<file path="config.mk">
export PLATFORM = sky130hd
export DESIGN_NAME = lcafe_front_end
export DESIGN_NICKNAME = d
export VERILOG_FILES = /design/src/lcafe_pkg.sv /design/src/lcafe_buf2.sv /design/src/lcafe_front_end.sv
export SDC_FILE = /design/constraint.sdc
export NUM_CORES = 2
export LEC_CHECK = 0
export BUFFER_PORTS_ARGS = -buffer_cell sky130_fd_sc_hd__buf_4
export CORE_MARGIN = 10
export CORE_UTILIZATION = 52
export CTS_CLUSTER_DIAMETER = 60
export CTS_CLUSTER_SIZE = 16
export DETAILED_ROUTE_END_ITERATION = 8
export PLACE_DENSITY = 0.76
export SLEW_MARGIN = 20
export SYNTH_ARGS = -nofsm -noshare
export SYNTH_HDL_FRONTEND = slang
export SYNTH_SLANG_ARGS = --single-unit
</file>
<file path="constraint.sdc">
create_clock -name clk_sys_in -period 26.7 [get_ports clk_sys_in]
set_input_delay 1.335 -clock clk_sys_in [delete_from_list [all_inputs] [get_ports clk_sys_in]]
set_output_delay 1.335 -clock clk_sys_in [all_outputs]
set_load 0.05 [all_outputs]
</file>
<file path="src/lcafe_pkg.sv">
// Purpose: Shared constants and types of the LPDDR2 command/access front end
// Assumes: One system clock; pins already split into rise and fall halves
// Notes: Command codes and field positions are fixed here only
package lcafe_pkg;
	localparam int CA_W = 10;
	localparam int BANK_W = 3;
	localparam int ROW_W = 14;
	localparam int COL_W = 11;
	localparam int BANKS = 8;
	localparam int WL_W = 3;
	// Command code positions in the rising half of the command/address bus
	localparam logic [1:0] CODE_ACT = 2'h2;
	localparam logic [2:0] CODE_WR = 3'h1;
	localparam logic [2:0] CODE_RD = 3'h5;
	localparam logic [3:0] CODE_PRE = 4'hb;
	// Address field positions
	localparam int BANK_LSB = 7;
	localparam int ROW_HI_LSB = 2;
	localparam int ROW_HI_W = 5;
	localparam int ROW_LO_W = 9;
	localparam int COL_LO_LSB = 3;
	localparam int COL_LO_W = 2;
	// Column mask of the x32 organisation (10 column bits)
	localparam logic [COL_W-1:0] COL_MASK_X32 = 11'h3ff;
	localparam logic [COL_W-1:0] COL_MASK_X16 = 11'h7ff;
	// Burst length selection codes
	localparam logic [1:0] BL_4 = 2'h1;
	localparam logic [1:0] BL_8 = 2'h2;
	localparam logic [1:0] BL_16 = 2'h3;
	// Reset values
	localparam logic [ROW_W-1:0] RST_ROW = 14'h0000;
	localparam logic [BANKS-1:0] RST_BANK_OPEN = 8'h00;
	localparam logic [1:0] RST_BL = 2'h1;
	typedef enum logic [2:0] {
		CMD_NOP = 3'b000,
		CMD_ACT = 3'b001,
		CMD_RD = 3'b010,
		CMD_WR = 3'b011,
		CMD_PRE = 3'b100
	} lcafe_cmd_t;
	typedef enum logic [1:0] {
		ST_IDLE = 2'b00,
		ST_WR_WAIT = 2'b01,
		ST_WR_DATA = 2'b10,
		ST_RD = 2'b11
	} lcafe_state_t;
endpackage

</file>
<file path="src/lcafe_buf2.sv">
// Purpose: Two-entry buffer with valid and ready on both sides
// Assumes: Same clock on both sides
// Notes: Input ready is registered from the next fill count, no comb path
`timescale 1ns/100ps
module lcafe_buf2 #(
	parameter int W = 64
) (
	input wire logic clk_sys_in,
	input wire logic rst_in,
	input wire logic in_valid_in,
	input wire logic [W-1:0] in_data_in,
	output logic in_ready_out,
	output logic out_valid_out,
	output logic [W-1:0] out_data_out,
	input wire logic out_ready_in
);
	logic [W-1:0] mem [2];
	logic [W-1:0] next_mem [2];
	logic wr_ptr, rd_ptr, next_wr_ptr, next_rd_ptr;
	logic [1:0] count, next_count;
	logic push, pop;

	assign out_valid_out = (count != 2'h0);
	assign out_data_out = mem[rd_ptr];
	assign push = in_valid_in && in_ready_out;
	assign pop = out_ready_in && out_valid_out;

	always_comb begin
		next_mem = mem;
		next_wr_ptr = wr_ptr;
		next_rd_ptr = rd_ptr;
		next_count = count;
		if (push) begin
			next_mem[wr_ptr] = in_data_in;
			next_wr_ptr = ~wr_ptr;
		end
		if (pop) begin
			next_rd_ptr = ~rd_ptr;
		end
		if (push && !pop) begin
			next_count = count + 2'h1;
		end else if (pop && !push) begin
			next_count = count - 2'h1;
		end
	end

	always_ff @(posedge clk_sys_in or posedge rst_in) begin
		if (rst_in) begin
			mem[0] <= '0;
			mem[1] <= '0;
			wr_ptr <= 1'b0;
			rd_ptr <= 1'b0;
			count <= 2'h0;
			in_ready_out <= 1'b1;
		end else begin
			mem <= next_mem;
			wr_ptr <= next_wr_ptr;
			rd_ptr <= next_rd_ptr;
			count <= next_count;
			in_ready_out <= (next_count != 2'h2);
		end
	end
endmodule

</file>
<file path="src/lcafe_front_end.sv">
// Purpose: Command capture, bank/row tracking and burst sequencing
// Assumes: Pin halves arrive per clock as rise and fall words
// Notes: Mode fields (burst length, order, write latency) are plain inputs
// Summary of operation
// - Every command, address and bank field comes from the 10-bit bus.
// - A command takes one clock, with a rising half and a falling half.
// - One core word of four beats moves as two beats on each clock.
// - Accesses are bursts from the start column in the chosen order.
// - An activate opens the addressed row in the addressed bank.
// - A read or write takes its bank and start column from its address.
// - Rows are 14 bits, banks 3, columns 11 on x16 and 10 on x32.
// - Chip select and clock enable are taken once per clock, rising.
// - A write byte whose mask bit is high is not written.
// - Each mask bit and strobe serves one eight-bit lane from lane zero.
// - Read strobes are edge aligned with the data they carry.
`timescale 1ns/100ps
module lcafe_front_end
	import lcafe_pkg::*;
#(
	parameter int DQ_W = 32,
	parameter int LANES = DQ_W / 8
) (
	input wire logic clk_sys_in,
	input wire logic rst_in,
	input wire logic cke_in,
	input wire logic cs_n_in,
	input wire logic [lcafe_pkg::CA_W-1:0] ca_rise_in,
	input wire logic [lcafe_pkg::CA_W-1:0] ca_fall_in,
	input wire logic [1:0] burst_len_in,
	input wire logic burst_interleave_in,
	input wire logic [lcafe_pkg::WL_W-1:0] write_latency_in,
	input wire logic [DQ_W-1:0] dq_rise_in,
	input wire logic [DQ_W-1:0] dq_fall_in,
	input wire logic [LANES-1:0] dm_rise_in,
	input wire logic [LANES-1:0] dm_fall_in,
	output logic core_req_valid_out,
	output logic core_req_write_out,
	output logic [lcafe_pkg::BANK_W-1:0] core_bank_out,
	output logic [lcafe_pkg::ROW_W-1:0] core_row_out,
	output logic [lcafe_pkg::COL_W-1:0] core_col_out,
	output logic [4*DQ_W-1:0] core_wdata_out,
	output logic [4*LANES-1:0] core_wkeep_out,
	input wire logic core_rdata_valid_in,
	input wire logic [4*DQ_W-1:0] core_rdata_in,
	output logic core_rdata_ready_out,
	output logic [DQ_W-1:0] dq_rise_out,
	output logic [DQ_W-1:0] dq_fall_out,
	output logic dq_oe_out,
	output logic [LANES-1:0] dqs_rise_out,
	output logic [LANES-1:0] dqs_fall_out,
	output logic dqs_oe_out,
	output logic [lcafe_pkg::BANKS-1:0] bank_open_out,
	output logic cmd_error_out
);
	import lcafe_pkg::*;
	localparam int SW = 2 + 2 * CA_W + 2 * DQ_W + 2 * LANES;
	localparam logic [COL_W-1:0] COL_MASK = (DQ_W == 32) ?
		COL_MASK_X32 : COL_MASK_X16;

	function automatic logic [2:0] burst_words(input logic [1:0] bl);
		unique case (bl)
			BL_16: burst_words = 3'h4;
			BL_8: burst_words = 3'h2;
			default: burst_words = 3'h1;
		endcase
	endfunction

	// Column of core word idx; the wrap stays inside the burst block
	function automatic logic [COL_W-1:0] burst_col(
		input logic [COL_W-1:0] base, input logic [1:0] idx,
		input logic [1:0] bl, input logic ilv);
		logic [3:0] step, sum, msk;
		step = {idx, 2'b00};
		sum = ilv ? (base[3:0] ^ step) : (base[3:0] + step);
		unique case (bl)
			BL_16: msk = 4'hf;
			BL_8: msk = 4'h7;
			default: msk = 4'h3;
		endcase
		burst_col = {base[COL_W-1:4], (base[3:0] & ~msk) | (sum & msk)};
		burst_col = burst_col & COL_MASK;
	endfunction

	function automatic lcafe_cmd_t decode_cmd(input logic [CA_W-1:0] r);
		if (r[1:0] == CODE_ACT) decode_cmd = CMD_ACT;
		else if (r[2:0] == CODE_WR) decode_cmd = CMD_WR;
		else if (r[2:0] == CODE_RD) decode_cmd = CMD_RD;
		else if (r[3:0] == CODE_PRE) decode_cmd = CMD_PRE;
		else decode_cmd = CMD_NOP;
	endfunction

	// Two-stage synchroniser for every pin input
	logic [SW-1:0] sync1, sync2;
	always_ff @(posedge clk_sys_in or posedge rst_in) begin
		if (rst_in) begin
			sync1 <= '0;
			sync2 <= '0;
		end else begin
			sync1 <= {cke_in, cs_n_in, ca_rise_in, ca_fall_in,
				dq_rise_in, dq_fall_in, dm_rise_in, dm_fall_in};
			sync2 <= sync1;
		end
	end

	logic cke_s, cs_n_s;
	logic [CA_W-1:0] ca_r_s, ca_f_s;
	logic [DQ_W-1:0] dq_r_s, dq_f_s;
	logic [LANES-1:0] dm_r_s, dm_f_s;
	assign {cke_s, cs_n_s, ca_r_s, ca_f_s, dq_r_s, dq_f_s, dm_r_s, dm_f_s}
		= sync2;

	lcafe_cmd_t cmd;
	logic cmd_valid;
	logic [BANK_W-1:0] s_bank;
	logic [ROW_W-1:0] s_row;
	logic [COL_W-1:0] s_col;
	assign cmd_valid = cke_s && !cs_n_s;
	assign cmd = decode_cmd(ca_r_s);
	assign s_bank = ca_r_s[BANK_LSB +: BANK_W];
	assign s_row = {ca_r_s[ROW_HI_LSB +: ROW_HI_W], ca_f_s[ROW_LO_W-1:0]};
	assign s_col = {ca_f_s[COL_W-COL_LO_W-1:0],
		ca_r_s[COL_LO_LSB +: COL_LO_W]} & COL_MASK;

	lcafe_state_t state, next_state;
	logic [ROW_W-1:0] open_row [BANKS];
	logic [ROW_W-1:0] next_open_row [BANKS];
	logic [BANKS-1:0] next_bank_open;
	logic [BANK_W-1:0] cur_bank, next_bank;
	logic [COL_W-1:0] col_base, next_col;
	logic [1:0] bl_sel, next_bl;
	logic ilv, next_ilv, wr_half, next_half;
	logic [2:0] word_idx, next_idx;
	logic [WL_W-1:0] wl_cnt, next_wl;
	logic [2*DQ_W-1:0] lo_data, next_lo_data;
	logic [2*LANES-1:0] lo_keep, next_lo_keep;
	logic next_req_v, next_req_w, next_err;
	logic [BANK_W-1:0] next_req_bank;
	logic [ROW_W-1:0] next_req_row;
	logic [COL_W-1:0] next_req_col;
	logic [4*DQ_W-1:0] next_wdata;
	logic [4*LANES-1:0] next_keep;

	always_comb begin
		next_state = state;
		next_open_row = open_row;
		next_bank_open = bank_open_out;
		next_bank = cur_bank;
		next_col = col_base;
		next_bl = bl_sel;
		next_ilv = ilv;
		next_half = wr_half;
		next_idx = word_idx;
		next_wl = wl_cnt;
		next_lo_data = lo_data;
		next_lo_keep = lo_keep;
		next_req_v = 1'b0;
		next_req_w = core_req_write_out;
		next_req_bank = core_bank_out;
		next_req_row = core_row_out;
		next_req_col = core_col_out;
		next_wdata = core_wdata_out;
		next_keep = core_wkeep_out;
		next_err = 1'b0;
		// Commands during a burst are refused, never queued
		if (state != ST_IDLE && cmd_valid && cmd != CMD_NOP) begin
			next_err = 1'b1;
		end
		unique case (state)
			ST_IDLE: begin
				if (cmd_valid) begin
					unique case (cmd)
						CMD_NOP: begin
						end
						CMD_ACT: begin
							next_open_row[s_bank] = s_row;
							next_bank_open[s_bank] = 1'b1;
						end
						CMD_PRE: begin
							next_bank_open[s_bank] = 1'b0;
						end
						CMD_RD, CMD_WR: begin
							if (!bank_open_out[s_bank]) begin
								next_err = 1'b1;
							end else begin
								next_bank = s_bank;
								next_col = s_col;
								next_bl = burst_len_in;
								next_ilv = burst_interleave_in;
								next_idx = 3'h0;
								next_half = 1'b0;
								next_wl = write_latency_in;
								if (cmd == CMD_RD) begin
									next_state = ST_RD;
								end else if (write_latency_in == '0) begin
									next_state = ST_WR_DATA;
								end else begin
									next_state = ST_WR_WAIT;
								end
							end
						end
					endcase
				end
			end
			ST_WR_WAIT: begin
				next_wl = wl_cnt - 1'b1;
				if (wl_cnt == 1) begin
					next_state = ST_WR_DATA;
				end
			end
			ST_WR_DATA: begin
				if (!wr_half) begin
					next_lo_data = {dq_f_s, dq_r_s};
					next_lo_keep = ~{dm_f_s, dm_r_s};
					next_half = 1'b1;
				end else begin
					next_req_v = 1'b1;
					next_req_w = 1'b1;
					next_req_bank = cur_bank;
					next_req_row = open_row[cur_bank];
					next_req_col = burst_col(col_base, word_idx[1:0],
						bl_sel, ilv);
					next_wdata = {dq_f_s, dq_r_s, lo_data};
					next_keep = {~dm_f_s, ~dm_r_s, lo_keep};
					next_half = 1'b0;
					next_idx = word_idx + 3'h1;
					if (next_idx == burst_words(bl_sel)) begin
						next_state = ST_IDLE;
					end
				end
			end
			ST_RD: begin
				next_req_v = 1'b1;
				next_req_w = 1'b0;
				next_req_bank = cur_bank;
				next_req_row = open_row[cur_bank];
				next_req_col = burst_col(col_base, word_idx[1:0],
					bl_sel, ilv);
				next_idx = word_idx + 3'h1;
				if (next_idx == burst_words(bl_sel)) begin
					next_state = ST_IDLE;
				end
			end
		endcase
	end

	always_ff @(posedge clk_sys_in or posedge rst_in) begin
		if (rst_in) begin
			state <= ST_IDLE;
			for (int i = 0; i < BANKS; i++) begin
				open_row[i] <= RST_ROW;
			end
			bank_open_out <= RST_BANK_OPEN;
			cur_bank <= '0;
			col_base <= '0;
			bl_sel <= RST_BL;
			ilv <= 1'b0;
			wr_half <= 1'b0;
			word_idx <= 3'h0;
			wl_cnt <= '0;
			lo_data <= '0;
			lo_keep <= '0;
			core_req_valid_out <= 1'b0;
			core_req_write_out <= 1'b0;
			core_bank_out <= '0;
			core_row_out <= RST_ROW;
			core_col_out <= '0;
			core_wdata_out <= '0;
			core_wkeep_out <= '0;
			cmd_error_out <= 1'b0;
		end else begin
			state <= next_state;
			open_row <= next_open_row;
			bank_open_out <= next_bank_open;
			cur_bank <= next_bank;
			col_base <= next_col;
			bl_sel <= next_bl;
			ilv <= next_ilv;
			wr_half <= next_half;
			word_idx <= next_idx;
			wl_cnt <= next_wl;
			lo_data <= next_lo_data;
			lo_keep <= next_lo_keep;
			core_req_valid_out <= next_req_v;
			core_req_write_out <= next_req_w;
			core_bank_out <= next_req_bank;
			core_row_out <= next_req_row;
			core_col_out <= next_req_col;
			core_wdata_out <= next_wdata;
			core_wkeep_out <= next_keep;
			cmd_error_out <= next_err;
		end
	end

	// Read return: buffered so the serialiser can lag the core
	logic buf_valid, pop, ser_half, next_ser_half;
	logic [4*DQ_W-1:0] buf_data;
	logic [2*DQ_W-1:0] hold, next_hold;
	logic [DQ_W-1:0] next_dq_r, next_dq_f;
	logic next_oe;

	lcafe_buf2 #(.W(4*DQ_W)) u_rbuf (
		.clk_sys_in(clk_sys_in),
		.rst_in(rst_in),
		.in_valid_in(core_rdata_valid_in),
		.in_data_in(core_rdata_in),
		.in_ready_out(core_rdata_ready_out),
		.out_valid_out(buf_valid),
		.out_data_out(buf_data),
		.out_ready_in(pop)
	);

	assign pop = buf_valid && !ser_half;

	always_comb begin
		next_ser_half = 1'b0;
		next_hold = hold;
		next_dq_r = dq_rise_out;
		next_dq_f = dq_fall_out;
		next_oe = 1'b0;
		if (ser_half) begin
			next_dq_r = hold[DQ_W-1:0];
			next_dq_f = hold[2*DQ_W-1:DQ_W];
			next_oe = 1'b1;
		end else if (pop) begin
			next_dq_r = buf_data[DQ_W-1:0];
			next_dq_f = buf_data[2*DQ_W-1:DQ_W];
			next_hold = buf_data[4*DQ_W-1:2*DQ_W];
			next_ser_half = 1'b1;
			next_oe = 1'b1;
		end
	end

	always_ff @(posedge clk_sys_in or posedge rst_in) begin
		if (rst_in) begin
			ser_half <= 1'b0;
			hold <= '0;
			dq_rise_out <= '0;
			dq_fall_out <= '0;
			dq_oe_out <= 1'b0;
			dqs_rise_out <= '0;
			dqs_fall_out <= '0;
			dqs_oe_out <= 1'b0;
		end else begin
			ser_half <= next_ser_half;
			hold <= next_hold;
			dq_rise_out <= next_dq_r;
			dq_fall_out <= next_dq_f;
			dq_oe_out <= next_oe;
			// Strobe high in the rise half: edge aligned per lane
			dqs_rise_out <= {LANES{next_oe}};
			dqs_fall_out <= '0;
			dqs_oe_out <= next_oe;
		end
	end
endmodule

</file>
=== Word-level counts from Yosys, hierarchy flattened ===
Index checks and enable logic that the tools add are counted.

* Add/sub/neg operators: 5
* Order comparisons: 8
* Equality and inequality tests: 24
* Mux-type cells: 78
* Bitwise operators: 23
* Reduce and logical (&&, ||, !) cells: 38

{| class="wikitable"
|+ Operator list
! kind !! number
|-
| two-way mux 128 bit || 4
|-
| bitwise mux 256 bit || 1
|-
| demux 128 bit (select 1 bit) || 1
|-
| two-way mux 32 bit || 4
|-
| bitwise mux 112 bit || 1
|-
| two-way mux 14 bit || 4
|-
| two-way mux 3 bit || 15
|-
| binary-select mux 14 bit (select 3 bit) || 1
|-
| demux 14 bit (select 3 bit) || 1
|-
| one-hot mux 14 bit (2 select lines) || 1
|-
| two-way mux 2 bit || 11
|-
| one-hot mux 11 bit (2 select lines) || 1
|-
| one-hot mux 3 bit (2 select lines) || 3
|-
| bitwise AND 4 bit || 4
|-
| two-way mux 1 bit || 16
|-
| two-way mux 4 bit || 4
|-
| inverter 4 bit || 4
|-
| inverter 8 bit || 2
|-
| one-hot mux 8 bit (2 select lines) || 1
|-
| inequality test 2 bit, second input constant || 7
|-
| nonzero test 2 bit || 7
|-
| AND reduction 4 bit || 3
|-
| logical AND 1 bit || 11
|-
| two-way mux 11 bit || 1
|-
| 41 further kinds || 68
|}

* Bits in registers: 972
* Bits of input ports: 231
* Output and inout bits: 258

=== Logic depth before layout (Yosys ltp) ===
* Depth in word-level cells: 12
* Depth in mapped cells: 10
* Gate-level depth less buffers: 8

=== Modules after synthesis ===
Synthesis repeated with hierarchy kept, for this count alone.

* Cell total of the unflattened synthesis: 2366
* Area total of the unflattened synthesis: 37546.0 sq um

{| class="wikitable"
|+ Modules (own cells, without submodules)
! module !! instances !! cells an instance !! area an instance (sq um)
|-
| lcafe_front_end || 1 || 1659 || 25902.3
|-
| lcafe_buf2 || 1 || 707 || 11643.7
|}

=== Least setup slack after synthesis ===
No wires, ideal clock.

* Path kind: in2reg
* Start point: input core_rdata_valid_in
* End point: register u_rbuf.mem[136] (netlist bit)
* Setup time: 0.125 ns
* Arrival time: 2.548 ns
* Slack: 24.027 ns
* Stages: 5
* Buffers on the path: 2
* Cells stage by stage: nand2_1 > or2_1 > clkbuf_1 > clkbuf_1 > mux2_2

* Longest elaborated chain between the ends: 1

{| class="wikitable"
|+ Ends and longest elaborated chain
! element !! line !! RTL
|-
| from (decl) || lcafe_front_end.sv:43 || <nowiki>input wire logic core_rdata_valid_in,</nowiki>
|-
| logical AND 1 bit || lcafe_buf2.sv:25 || <nowiki>assign push = in_valid_in && in_ready_out;</nowiki>
|-
| to (signal assigned) || lcafe_buf2.sv:56 || <nowiki>mem <= next_mem;</nowiki>
|-
| to (decl) || lcafe_buf2.sv:17 || <nowiki>logic [W-1:0] mem [2];</nowiki>
|}

No other way between the ends.
A chain may end at the register's enable or synchronous reset.

==> impl_metrics.yaml <==
outcome:
  status: "finished, final reports clean"
placement:
  gp_congestion: 0.796
  preCtsSetupSlack_ps: 20570
  port_buffers: 482
  place_hpwl_um: 57400
  dp.cells: 3786
timing:
  finalHoldViolCount: 0
  fin_crit_sh_pct: 18.5
  skew_ps: 30.0
  slew_viol_final: 0
  rsz0062_at_grt: "false"
  min_period_ps: 4950
  timing.fmax_ghz: 0.202
  slew_headroom_pct: 25.9
  setup_ws_ps: 21750
  tns_ps: 0
  setup_viol: 0
  tightestPinTransition_ps: 1110
clocking:
  cts_tree: "yes"
  numClockSinks: 968
  cts_resized: 0
  clk_pin_slew_ps: 70
  cts_setup_buffers: 0
  cts_max_path_buffers: 3
  numCtsBuffers: 73
  clockRootBuffer: "clkbuf_16"
  htreeDepth: 3
  worstSkewPairLatency_ps: 620
  holdBufCountCts: 0
logic_synthesis:
  syn_area_um2: 36500
  ys_types: 47
  async_reset_ff_share_pct: 100
  ys_ff_latch: 968
  synth_edf_count: 0
  synth_ff_type: "dfrtp_1"
  yosys_warnings: 0
  avgSynthCellArea_um2: 14.7
  ys_seq_area_share_pct: 66.4
  syn_inst: 2490
critical_path:
  cp.arrival_ps: 5580
  reg2reg_depth: 6
  critical_path.max_stage_delay_ps: 890
  crit_path_start_kind: "primary input"
  path_cells: "buf_4 > clkinvlp_4 > buf_4 > buf_4 > buf_4 > buf_4 > buf_6"
  cp_top_family: "buffers and inverters"
  crit_slowest_cell: "buf_4"
  endpoint_kind: "asynchronous set/reset pin"
  crit_fanout: 89
  critical_path_class: "primary input to asynchronous set/reset pin"
  crit_buf_inv: 7
  required_ps: 27330
  crit_top_cell: "buf_4"
  crit_cells: 7
floorplanning:
  core-area_um2: 69800
  rows: 97
  dieHeight_um: 285
  die_w_um: 285
  start_util_pct: 52.3
  pin_count: 489
  dieArea_um2: 81200
layout:
  fin_util_pct: 61.8
  drive_gt1_share_pct: 41.9
  nNetsFinal: 3159
  final_cells: 3897
  fillers: 5163
  area_growth_pct: 18.1
worst_hold_path:
  min_delay_path_depth: 0
  min_path_type: "flip-flop to flip-flop"
grt:
  grt_pass1_vias: 23100
  grt_max_degree: 208
  track_usage_pct: 20.9
  overflow: 0
  grt_antenna_before_repair: 21
  grt_pass1_wl_um: 135000
detailed_routing:
  routed_wl_um: 85400
  drt-vias-per-instance: 5.46
  drcViolationCount: 0
  num_vias: 21300
  wl_per_cell_um: 21.9
  ant_nets: 0
  dr.pass1.iters: 5
  drt_iter0_drc: 1213
pwr:
  peakVddDrop_mv: 0.0765
  power.total_mw: 5.49
  power_density_nw_per_um2: 127
  p_leak_nw: 20.1
job:
  max_cap_violations: 0
==> power by group <==
group          leakage (nW)  internal (mW)  total [mW]  switching (mW)
Clock                  1.05          0.541        1.04           0.503
Sequential             11.8           2.00        2.32           0.326
Combinational          7.29          0.851        2.12            1.27
Total                  20.1           3.39        5.49            2.10
==> layer usage <==
metal  track usage (%)  vias up  share of wire [%]
li1                  -     9494                  -
met2              34.1      529                 48
met1              25.7    11100                 40
met3              7.63      172                8.0
met5                 0        -               0.21
met4              6.76       28                3.2
==> cells in the mapped netlist, types with 2 or more instances <==
cell type	count	area, um2
a21oi_1	78	390
a32o_1	2	20.0
buf_1	18	67.6
buf_2	38	190
buf_4	17	128
clkbuf_1	81	304
dfrtp_1	966	24200
dfstp_2	2	52.6
ha_1	5	62.6
inv_1	11	41.3
mux2_2	584	6580
mux2i_1	148	1480
mux4_2	29	653
nand2_1	201	754
nand2b_1	15	93.8
nand3_1	7	35.0
nor2_1	83	312
nor3_1	3	15.0
nor3_4	2	32.5
o211ai_1	2	15.0
o21ai_0	165	826
o31ai_1	3	22.5
or2_2	2	12.5
xnor2_1	5	43.8
==> cell type report <==
class	count	area (um2)	area share (%)
Clock inverter	14	191	0.444
Sequential cell	968	24200	56.2
Timing Repair Buffer	508	3880	9.00
Clock buffer	91	1960	4.54
Tap cell	940	1180	2.73
Inverter	11	45.0	0.104
Antenna cell	4	10.0	0.0232
Multi-Input combinational cell	1361	11600	27.0
==> cells in the final DEF (no fill, tap or decap), drive strengths merged, types with 2 or more instances in the layout <==
master / Yosys / final
mux2: 585 / 585
dfstp: 2 / 2
a32o: 2 / 2
o211ai: 2 / 2
clkinv: 0 / 6
inv: 11 / 15
buf: 73 / 508
nor3: 5 / 5
xnor2: 5 / 5
bufinv: 0 / 2
o31ai: 3 / 3
nand2: 201 / 201
mux4: 29 / 29
clkbuf: 81 / 91
ha: 5 / 5
clkinvlp: 0 / 2
conb: 1 / 5
nor2: 83 / 83
a21oi: 78 / 78
or2: 3 / 3
mux2i: 148 / 148
nand3: 8 / 8
nand2b: 15 / 15
o21ai: 166 / 166
diode: 0 / 4
dfrtp: 966 / 966
==> per-stage QoR <==
step	area [um2]	hold slack (ps)
final	43100	331
after global routing	43100	354
after CTS	43000	333
after detailed placement	40900	335
after global placement	40900	332
after floorplan	36500	331
==> worst paths after layout <==
path                            slack [ps]                start               to
worst max register to register       23320        u_rbuf.rd_ptr  dq_rise_out[29]
worst min register to register         330            sync1[61]        sync2[61]
max in group clk_sys_in              23150  core_rdata_valid_in  u_rbuf.mem[139]
worst min-delay path                   330            sync1[61]        sync2[61]
min in group asynchronous             1020               rst_in  dq_fall_out[25]
worst max-delay path                 21750               rst_in          hold[8]
==> registers in the layout (all words and copies together) (netlist names), 3 cells and up, named ones only <==
name / flops
core_row_out: 14
sync2: 93
dq_rise_out: 32
lo_data: 64
core_col_out: 10
wl_cnt: 3
u_rbuf.mem: 256
core_wdata_out: 128
word_idx: 3
col_base: 10
sync1: 93
lo_keep: 8
hold: 64
open_row: 112
core_wkeep_out: 16
core_bank_out: 3
dq_fall_out: 32
cur_bank: 3
==> cell families (layout without fill, tap and decap cells) <==
kind of cell               after synthesis  count (layout)  synth area share (%)
adders and majority gates                5               5                 0.171
DFF                                    968             968                  66.4
muxes                                  762             762                  23.9
and+or+nand+nor                        324             324                  3.71
buffers and inverters                  165             624                  2.00
AOI/OAI and AO/OA                      259             259                  3.70
xor gates and xnor gates                 6               6                 0.144
other                                    1               9                0.0103
Note: power is estimated with default switching activity, not from simulation.
